File: src/psi_defines.svh
// Constants for the powerdown and serial id blocks.
// Assumes a 100 MHz hclk in both ends.
`ifndef PSI_DEFINES_SVH
`define PSI_DEFINES_SVH
// ****************************************
// Device register and serial frame
// ****************************************
`define PSI_PM_ADDR       8'h03
`define PSI_PM_RESET      8'h00
`define PSI_PX_VALUE      8'h01
`define PSI_PX_BIT        0
`define PSI_FRAME_BITS    5'h10
`define PSI_ID_MAX        6'h3f
// ****************************************
// Timing in ns and derived hclk cycles
// ****************************************
`define PSI_CLK_NS        10
`define PSI_PDN_ENTRY_NS  200
`define PSI_PDN_EXIT_NS   200
`define PSI_PDN_CMD_NS    300
`define PSI_CMD_PDN_NS    100
`define PSI_PDN_CFM_NS    100
`define PSI_CFM_PDN_NS    100
`define PSI_SELFREF_NS    800
`define PSI_TREF_NS       32000000
`define PSI_CYC(ns) (((ns) + `PSI_CLK_NS - 1) / `PSI_CLK_NS)
`define PSI_EXTRA_REF \
  ((8 * 4096 * `PSI_PDN_CMD_NS + `PSI_TREF_NS - 1) / `PSI_TREF_NS)
// ****************************************
// Controller serial clock and registers
// ****************************************
`define PSI_SCK_HALF      8'h06
`define PSI_RST_HI        8'h04
`define PSI_INIT_END      8'h48
`define PSI_REG_CMD       8'h00
`define PSI_REG_STATUS    8'h04
`define PSI_OP_INIT       3'h1
`define PSI_OP_ENTER      3'h2
`define PSI_OP_EXIT       3'h3
`endif

File: src/psi_pkg.sv
// Shared types for the powerdown and serial id blocks.
// Assumes nothing beyond the defines header.
package psi_pkg;
  typedef enum logic [2:0] {
    REQ_NONE, REQ_REF_ACT, REQ_REF_INC, REQ_REF_PRE, REQ_PDN
  } psi_req_e;
  typedef enum logic [1:0] {
    PWR_ACTIVE, PWR_ENTRY, PWR_DOWN, PWR_EXIT
  } psi_pwr_e;
  typedef enum logic [2:0] {
    SEQ_IDLE, SEQ_INIT, SEQ_REF, SEQ_GAP, SEQ_CLKW, SEQ_CFM, SEQ_SBW,
    SEQ_XGAP
  } psi_seq_e;
endpackage : psi_pkg

File: src/psi_link_if.sv
// Link between controller and one device: serial bus and requests.
// Serial pins carry low-true levels; the bench drives chain_in_n.
`timescale 1ns/100ps
interface psi_link_if;
  import psi_pkg::*;
  logic           sclk;
  logic           srst_n;
  logic           scmd_n;
  logic           chain_in_n;
  logic           chain_out_n;
  logic           req_valid;
  psi_req_e       req_cmd;
  logic [2:0]     req_bank;
  logic           core_clk_run;
  modport dev (input sclk, srst_n, scmd_n, chain_in_n, req_valid,
               req_cmd, req_bank, core_clk_run, output chain_out_n);
  modport ctl (output sclk, srst_n, scmd_n, req_valid, req_cmd,
               req_bank, core_clk_run, input chain_out_n);
endinterface : psi_link_if

File: src/psi_dev.sv
// Device end: power states, self refresh and serial chain id.
// Assumes the controller end keeps its sequencing duties.
//
// Summary of operation
// Two power states; powerdown self refreshes.
// Controller refreshes all banks before entry.
// Controller waits, then sends entry command.
// Enter powerdown after entry interval.
// Core clock stops only after set interval.
// Self refresh steps bank pointer through eight.
// Bank pointer wrap advances row counter.
// Exit starts with broadcast write of one.
// Exit bit returns device to active.
// Active once exit interval after write.
// Core clock stable before write ends.
// Silence after exit, then refresh activate.
// Eight refreshes after exit, last increments.
// No self refresh after exit write.
// Extra m refreshes, every eighth increments.
// Serial pins low-true, chained toward controller.
// Reset and command held zero before init.
// Serial inputs sampled on falling clock.
// First reset sample loads reset values.
// Reset held one at least two cycles.
// Chain output one a cycle after reset.
// Chain output zero a cycle after input.
// Cycles from release to input zero: id.
// Increment refresh uses row, then advances.
//
// Added by the designer: the AHB-Lite interface to the registers, at the controller end.
`timescale 1ns/100ps
module psi_dev (
  input  wire logic        hclk,
  input  wire logic        hresetn,
  psi_link_if.dev          lnk,
  output logic             power_active,
  output logic             ref_pulse,
  output logic [2:0]       ref_bank,
  output logic [11:0]      ref_row,
  output logic [5:0]       chain_id,
  output logic             chain_id_valid,
  output logic [7:0]       pm_value
);
  import psi_pkg::*;
`include "psi_defines.svh"

  typedef struct packed {
    logic [2:0]  sck_s;
    logic [1:0]  rst_s;
    logic [1:0]  cmd_s;
    logic [1:0]  cin_s;
    logic        rst_prev;
    logic [1:0]  rst_hi;
    logic        chain_out_n;
    logic        id_arm;
    logic [5:0]  id_cnt;
    logic [5:0]  id;
    logic        id_valid;
    logic        drop_pend;
    logic        sh_act;
    logic [4:0]  sh_cnt;
    logic [15:0] sh;
    logic [7:0]  pm;
    psi_pwr_e    pwr;
    logic [15:0] tmr;
    logic [15:0] ref_tmr;
    logic [2:0]  bank;
    logic [11:0] row;
    logic        ref_p;
    logic [2:0]  ref_b;
    logic [11:0] ref_r;
    logic        active;
  } psi_dev_s;

  psi_dev_s q;
  psi_dev_s d;

  // ****************************************
  // Next state
  // ****************************************
  always_comb begin
    logic        fall;
    logic        rst;
    logic        cin;
    logic        cmd;
    logic        release_now;
    logic [5:0]  cnt_now;
    logic [15:0] word;
    fall = 1'b0;
    rst = 1'b0;
    cin = 1'b0;
    cmd = 1'b0;
    release_now = 1'b0;
    cnt_now = 6'h00;
    word = 16'h0000;
    d = q;
    d.ref_p = 1'b0;
    // Reset, command and chain pins are low-true: store the logical level after two flops
    d.sck_s = {q.sck_s[1:0], lnk.sclk};
    d.rst_s = {q.rst_s[0], ~lnk.srst_n};
    d.cmd_s = {q.cmd_s[0], ~lnk.scmd_n};
    d.cin_s = {q.cin_s[0], ~lnk.chain_in_n};
    fall = q.sck_s[2] & ~q.sck_s[1];
    rst = q.rst_s[1];
    cmd = q.cmd_s[1];
    cin = q.cin_s[1];
    word = {q.sh[14:0], cmd};

    // ****************************************
    // Power states and refresh
    // ****************************************
    unique case (q.pwr)
      PWR_ACTIVE: begin
        if (lnk.req_valid) begin
          unique case (lnk.req_cmd)
            REQ_REF_ACT: begin
              d.ref_p = 1'b1;
              d.ref_b = lnk.req_bank;
              d.ref_r = q.row;
            end
            REQ_REF_INC: begin
              d.ref_p = 1'b1;
              d.ref_b = lnk.req_bank;
              d.ref_r = q.row;
              d.row = q.row + 12'h001;
            end
            REQ_PDN: begin
              d.pwr = PWR_ENTRY;
              d.tmr = 16'(`PSI_CYC(`PSI_PDN_ENTRY_NS));
              d.pm[`PSI_PX_BIT] = 1'b0;
            end
            default: ;
          endcase
        end
      end
      PWR_ENTRY: begin
        if (q.tmr <= 16'h0001) begin
          d.pwr = PWR_DOWN;
          d.active = 1'b0;
          d.ref_tmr = 16'(`PSI_CYC(`PSI_SELFREF_NS));
        end else begin
          d.tmr = q.tmr - 16'h0001;
        end
      end
      PWR_DOWN: begin
        // Internal time source; core clock may be stopped here
        if (q.ref_tmr <= 16'h0001) begin
          d.ref_tmr = 16'(`PSI_CYC(`PSI_SELFREF_NS));
          d.ref_p = 1'b1;
          d.ref_b = q.bank;
          d.ref_r = q.row;
          d.bank = q.bank + 3'h1;
          if (q.bank == 3'h7) begin
            d.row = q.row + 12'h001;
          end
        end else begin
          d.ref_tmr = q.ref_tmr - 16'h0001;
        end
      end
      PWR_EXIT: begin
        // Self refresh already stopped at the end of the write
        if (q.tmr <= 16'h0001) begin
          d.pwr = PWR_ACTIVE;
          d.active = 1'b1;
        end else begin
          d.tmr = q.tmr - 16'h0001;
        end
      end
    endcase

    // ****************************************
    // Serial bus, sampled on falling edges
    // ****************************************
    if (fall) begin
      d.rst_prev = rst;
      if (rst) begin
        d.rst_hi = (q.rst_hi == 2'h3) ? q.rst_hi : q.rst_hi + 2'h1;
        if (!q.rst_prev) begin
          d.rst_hi = 2'h0;
          d.pm = `PSI_PM_RESET;
          d.pwr = PWR_DOWN;
          d.active = 1'b0;
          d.ref_tmr = 16'(`PSI_CYC(`PSI_SELFREF_NS));
          d.id_valid = 1'b0;
          d.id_arm = 1'b0;
          d.drop_pend = 1'b0;
          d.sh_act = 1'b0;
        end else begin
          d.chain_out_n = 1'b0;
        end
      end else begin
        // A short reset pulse does not start id discovery
        release_now = q.rst_prev && (q.rst_hi != 2'h0);
        cnt_now = release_now ? 6'h00 : q.id_cnt;
        if (q.drop_pend) begin
          d.chain_out_n = 1'b1;
          d.drop_pend = 1'b0;
        end
        if ((release_now || q.id_arm) && !q.id_valid) begin
          if (!cin) begin
            d.id = cnt_now;
            d.id_valid = 1'b1;
            d.id_arm = 1'b0;
            d.drop_pend = 1'b1;
          end else begin
            d.id_arm = 1'b1;
            d.id_cnt = (cnt_now == `PSI_ID_MAX) ? cnt_now
                                                : cnt_now + 6'h01;
          end
        end
        if (!q.sh_act) begin
          if (cmd) begin
            d.sh_act = 1'b1;
            d.sh_cnt = 5'h00;
          end
        end else begin
          d.sh = word;
          d.sh_cnt = q.sh_cnt + 5'h01;
          if (q.sh_cnt == `PSI_FRAME_BITS - 5'h01) begin
            d.sh_act = 1'b0;
            if (word[15:8] == `PSI_PM_ADDR) begin
              d.pm = word[7:0];
              if (word[`PSI_PX_BIT] && q.pwr != PWR_ACTIVE) begin
                d.pwr = PWR_EXIT;
                d.tmr = 16'(`PSI_CYC(`PSI_PDN_EXIT_NS));
              end
              // Leaving powerdown halts self refresh at once
              d.ref_tmr = 16'(`PSI_CYC(`PSI_SELFREF_NS));
            end
          end
        end
      end
    end
  end

  // ****************************************
  // State register
  // ****************************************
  always_ff @(posedge hclk or negedge hresetn) begin
    if (!hresetn) begin
      q <= '0;
      q.chain_out_n <= 1'b1;
      q.pwr <= PWR_DOWN;
      q.pm <= `PSI_PM_RESET;
    end else begin
      q <= d;
    end
  end

  assign lnk.chain_out_n  = q.chain_out_n;
  assign power_active     = q.active;
  assign ref_pulse        = q.ref_p;
  assign ref_bank         = q.ref_b;
  assign ref_row          = q.ref_r;
  assign chain_id         = q.id;
  assign chain_id_valid   = q.id_valid;
  assign pm_value         = q.pm;
endmodule : psi_dev

File: src/flat_wrapper.sv
// flat-port wrapper written by rule: the top's interface ports become plain ports
module psi_dev_flat import psi_pkg::*;
  (hclk, hresetn, power_active, ref_pulse, ref_bank, ref_row, chain_id, chain_id_valid, pm_value, lnk_sclk, lnk_srst_n, lnk_scmd_n, lnk_chain_in_n, lnk_req_valid, lnk_req_cmd, lnk_req_bank, lnk_core_clk_run, lnk_chain_out_n);
  psi_link_if lnk_i ();
  input  wire logic hclk;
  input  wire logic hresetn;
  output logic power_active;
  output logic ref_pulse;
  output logic [2:0] ref_bank;
  output logic [11:0] ref_row;
  output logic [5:0] chain_id;
  output logic chain_id_valid;
  output logic [7:0] pm_value;
  input wire logic [$bits(lnk_i.sclk)-1:0] lnk_sclk;
  input wire logic [$bits(lnk_i.srst_n)-1:0] lnk_srst_n;
  input wire logic [$bits(lnk_i.scmd_n)-1:0] lnk_scmd_n;
  input wire logic [$bits(lnk_i.chain_in_n)-1:0] lnk_chain_in_n;
  input wire logic [$bits(lnk_i.req_valid)-1:0] lnk_req_valid;
  input wire logic [$bits(lnk_i.req_cmd)-1:0] lnk_req_cmd;
  input wire logic [$bits(lnk_i.req_bank)-1:0] lnk_req_bank;
  input wire logic [$bits(lnk_i.core_clk_run)-1:0] lnk_core_clk_run;
  output wire logic [$bits(lnk_i.chain_out_n)-1:0] lnk_chain_out_n;
  assign lnk_i.sclk = lnk_sclk;
  assign lnk_i.srst_n = lnk_srst_n;
  assign lnk_i.scmd_n = lnk_scmd_n;
  assign lnk_i.chain_in_n = lnk_chain_in_n;
  assign lnk_i.req_valid = lnk_req_valid;
  assign lnk_i.req_cmd = lnk_req_cmd;
  assign lnk_i.req_bank = lnk_req_bank;
  assign lnk_i.core_clk_run = lnk_core_clk_run;
  assign lnk_chain_out_n = lnk_i.chain_out_n;
  psi_dev u_core (.hclk(hclk), .hresetn(hresetn), .lnk(lnk_i), .power_active(power_active), .ref_pulse(ref_pulse), .ref_bank(ref_bank), .ref_row(ref_row), .chain_id(chain_id), .chain_id_valid(chain_id_valid), .pm_value(pm_value));
endmodule
File: config.mk
export PLATFORM = sky130hd
export DESIGN_NAME = psi_dev_flat
export DESIGN_NICKNAME = d
export VERILOG_FILES = /design/src/psi_pkg.sv /design/src/psi_link_if.sv /design/src/psi_dev.sv /design/src/flat_wrapper.sv
export VERILOG_INCLUDE_DIRS = /design/src
export SDC_FILE = /design/constraint.sdc
export NUM_CORES = 1
export LEC_CHECK = 0
export ABC_CLOCK_PERIOD_IN_PS = 2900
export BUFFER_PORTS_ARGS = -buffer_cell sky130_fd_sc_hd__clkbuf_2
export CORE_MARGIN = 4
export CORE_UTILIZATION = 61
export CTS_CLUSTER_DIAMETER = 150
export DETAILED_ROUTE_END_ITERATION = 12
export GPL_TIMING_DRIVEN = 0
export PLACE_DENSITY = 0.81
export RECOVER_POWER = 100
export SYNTH_ARGS = -nofsm -noshare
export SYNTH_HDL_FRONTEND = slang
export SYNTH_SLANG_ARGS = --single-unit
File: constraint.sdc
create_clock -name hclk -period 2.9 [get_ports hclk]
set_input_delay 0.145 -clock hclk [delete_from_list [all_inputs] [get_ports hclk]]
set_output_delay 0.145 -clock hclk [all_outputs]
set_load 0.005 [all_outputs]
==> results.md <==
- Routability congestion estimate from global placement: 0.890
- Boundary pin count: 47
- Die width: 111 um
- Row count: 37
- Core area: between 10,000 and 15,000 um2
- Syn Nets: roughly 700
- WHS Endpoint: u_core.ref_pulse
- Post-route minimum period: 2.77 ns
- Pleak: 3.58 nW
- Worst EP arrival: 3.18 ns
- Final #Nets: between 700 and 800
- Setup TNS Final: 0 ns
- DRT iter0 DRCs: 432
- Final setup fails: 0
- Min-delay src: lnk_req_cmd[2]
- P&R area growth vs syn: 16.8%
- Setup crit end kind: flip-flop
- Synth Instances: about 670
- CTS clk-pin slew, worst paths: 0.06 ns
- Post-synth EDFFs: 0
- Crit path max fanout: 8
- Xor-xnor portion of the synthesized cell area: 0.0136
- TritonCTS clock tree: yes
- Post-synthesis mux area share: 0.0623
- Most common flop cell mapped by yosys: dfrtp_1
- Hold_ws: 0.135 ns
- Seq/Total Area, Yosys: 0.478
- Input/output buffers: 45
- Ys Warns: 0
- Slew HR: -0.390
- Area leader, netlist: dfrtp_1
- Register area: 3080 um2
- CP Cell Sequence: buf_6, or4_4, or4_4, nor3_1, mux2_1
- Yosys reg bits: around 120
- Most common cell after layout, fill and taps aside: dfrtp_1
- Worst-margin pin slew: 2.08 ns
- Top cell by count, worst path: or4_4
- Largest net degree at the start of global routing: 87
- Top cell type's share of synthesized area: 0.469
- DIE HEIGHT: 111 um
- Drt total wl: about 15 mm
- Cts bufs inserted: 17
- Slowest stage cell, crit path: nor3_1
- Max Clock Freq: 361 MHz
- Post-DP HPWL: about 9.8 mm
- Syn avg cell area: 9.69 um2
- GRT Util Overall: 0.255
- Final worst-path cycle share: 0.954
- Root buf cell: clkbuf_8
- Hold Path Cell Cnt: 3
- Crit path kind: reg -> reg
- Starting density of the core: 0.625
- FF-to-FF Start: u_core.q[38]
- First drt pass iteration count: 5
- Mapped cell area: ~6500 um2
- Layout Utilization: 0.730
- Largest family of logic cells by synthesized area: simple AND/OR/NAND/NOR gates
- Status: complete, but fails checks
- Fillers: 713
- N_diodes: 0
- Initial antenna violation count: 0
- Max Cap Viol: 1
- RSZ-0062 raised after global routing: no
- Sink Count: 123
- WL per Instance: 16.6 um
- Async SR Flop Fraction: 1.00
- Count of different cell masters after synthesis: 65
- Pwr per Cell Area: 1070 nW/um2
- Type of origin of the critical path: flip-flop
- Post-synthesis simple-gate area fraction: 0.199
- Total die area: 12,300 um2
- Share of post-route cells with drive strength above 1: 0.180
- Final ANT Viol Nets: 0
- Synth Area in Adders: 0.0310
- Multi-input gate area: 2910 um2
- Clock Latency Late Sink: 0.53 ns
- Gr ovfl total: 0
- Synth area leaders: dfrtp_1 47%, nand2_1 4.8%, buf_4 3.4%, mux2_2 3.3%, o21ai_0 3.2%
- R2R Path End: u_core.q[31]
- FF-to-FF path depth: 5
- Via/cell ratio: approximately 6.0
- Failing checks: max-capacitance violations, max-slew violations
- Depth of the CTS H-tree: 4
- Layout Cells excl Fill: just under 900
- Setup Skew: 0.0100 ns
- Vias: 5,354
- Vias in the first global route: roughly 5.3k
- Most frequent cells in the layout: 121 x dfrtp_1, 83 x nand2_1, 44 x o21ai_0
- Post-route DRC: 0
- First-pass GRT wire length: 25.8 mm
- Worst path max stage delay: 0.64 ns
- DP Cell Count: 848
- Synth Area in Compound Gates: 0.148
- Clock Tree Buf Depth: 2
- CP required: 3.31 ns
- R2R Setup Slk: 0.13 ns
- Worst VDD drop: 0.000694 V
- Worst Hold Class: in -> reg
- Hold violation total from the final report: 0
- Slew Viols, Final: 38
## flip-flops by register name (all words and copies together), names as in the netlist
name	flops
u_core.chain_id	6
u_core.d	5
u_core.ref_bank	3
u_core.lnk.chain_out_n	1
u_core.ref_pulse	1
u_core.pm_value	8
u_core.chain_id_valid	1
u_core.q	85
u_core.power_active	1
u_core.ref_row	12
## what timing repair did
| action | 4_1_cts | 5_1_grt |
|---|---|---|
| hold buffers | 8 | 0 |
| endpoints found under the setup margin | 1 | 16 |
| setup buffers | 0 | 0 |
| hold endpoints to repair | 128 | 0 |
| pin swaps | 0 | 0 |
| resized for setup | 1 | 5 |
## worst max-delay path by stage
stage	from	endpoint	slack (ns)	cells past startpoint
finish	u_core.q[38]	u_core.q[31]	0.13	5
global route	u_core.q[38]	u_core.q[31]	0.05	5
CTS	u_core.q[90]	u_core.q[52]	0.06	10
detailed placement	u_core.q[90]	u_core.q[52]	-0.002	10
global placement	hresetn	u_core.q[40]	-0.09	1
floorplan	u_core.q[38]	u_core.q[24]	0.55	7
## metal layers
layer	vias to the layer above	share of wire	track usage
li1	2523	-	-
met1	2625	0.42	0.340
met2	166	0.51	0.416
met3	40	0.048	0.0524
met4	0	0.021	0.0936
met5	-	0	0
## Yosys cell counts (4+ instances only)
library cell / number
o211ai_1: 8
mux2_1: 6
o21ai_1: 14
a41oi_1: 4
nor4b_1: 4
or2_2: 5
a31oi_1: 10
nor3_1: 16
nor2_1: 37
nand3_1: 25
buf_4: 29
dfrtp_1: 121
nor4_2: 4
mux2i_1: 12
a22o_1: 8
or4_1: 5
nand3b_1: 4
nor2b_1: 4
or3_1: 10
xor2_1: 7
a21oi_1: 36
nor4_1: 14
and3_1: 6
mux2_2: 19
ha_1: 16
nand4_1: 7
clkbuf_1: 19
inv_1: 28
nand2_1: 83
o21ai_0: 41
## cell families after synthesis
| family | count (synthesis) |
|---|---|
| xor+xnor | 10 |
| compound gates | 153 |
| fa+ha+maj | 16 |
| buf+inv | 83 |
| mux | 37 |
| flops | 123 |
| simple gates | 244 |
## cell type report
| cell class | instances | share of cell area |
|---|---|---|
| sequential | 123 | 0.409 |
| multi-input combinational | 460 | 0.386 |
| clock buffer | 18 | 0.0568 |
| buffer | 55 | 0.0435 |
| timing repair buffer | 54 | 0.0420 |
| clock inverter | 14 | 0.0259 |
| tap | 136 | 0.0226 |
| inverter | 28 | 0.0139 |
## critical path: cells and delay by family, from the launching register on
family | cells | cell delay (ns)
mux | 1 | 0.38
simple gates | 3 | 1.75
buf+inv | 1 | 0.14
flops | 1 | 0.38
## report_power, final
group          internal (W)  switching, W  total [W]
combinational       0.00124       0.00217    0.00340
sequential          0.00210      0.000359    0.00246
clock               0.00142      0.000797    0.00222
## metrics by stage
step | worst slack [ns] | area (um2) | total power, W
global placement | -0.0885 | 6850 | 0.00560
global route | 0.0524 | 7530 | 0.00863
detailed placement | -0.00226 | 6880 | 0.00577
finish | 0.133 | 7530 | 0.00808
CTS | 0.0607 | 7590 | 0.00790
floorplan | 0.547 | 6450 | 0.00493
Power figures use the tool's default switching activity.
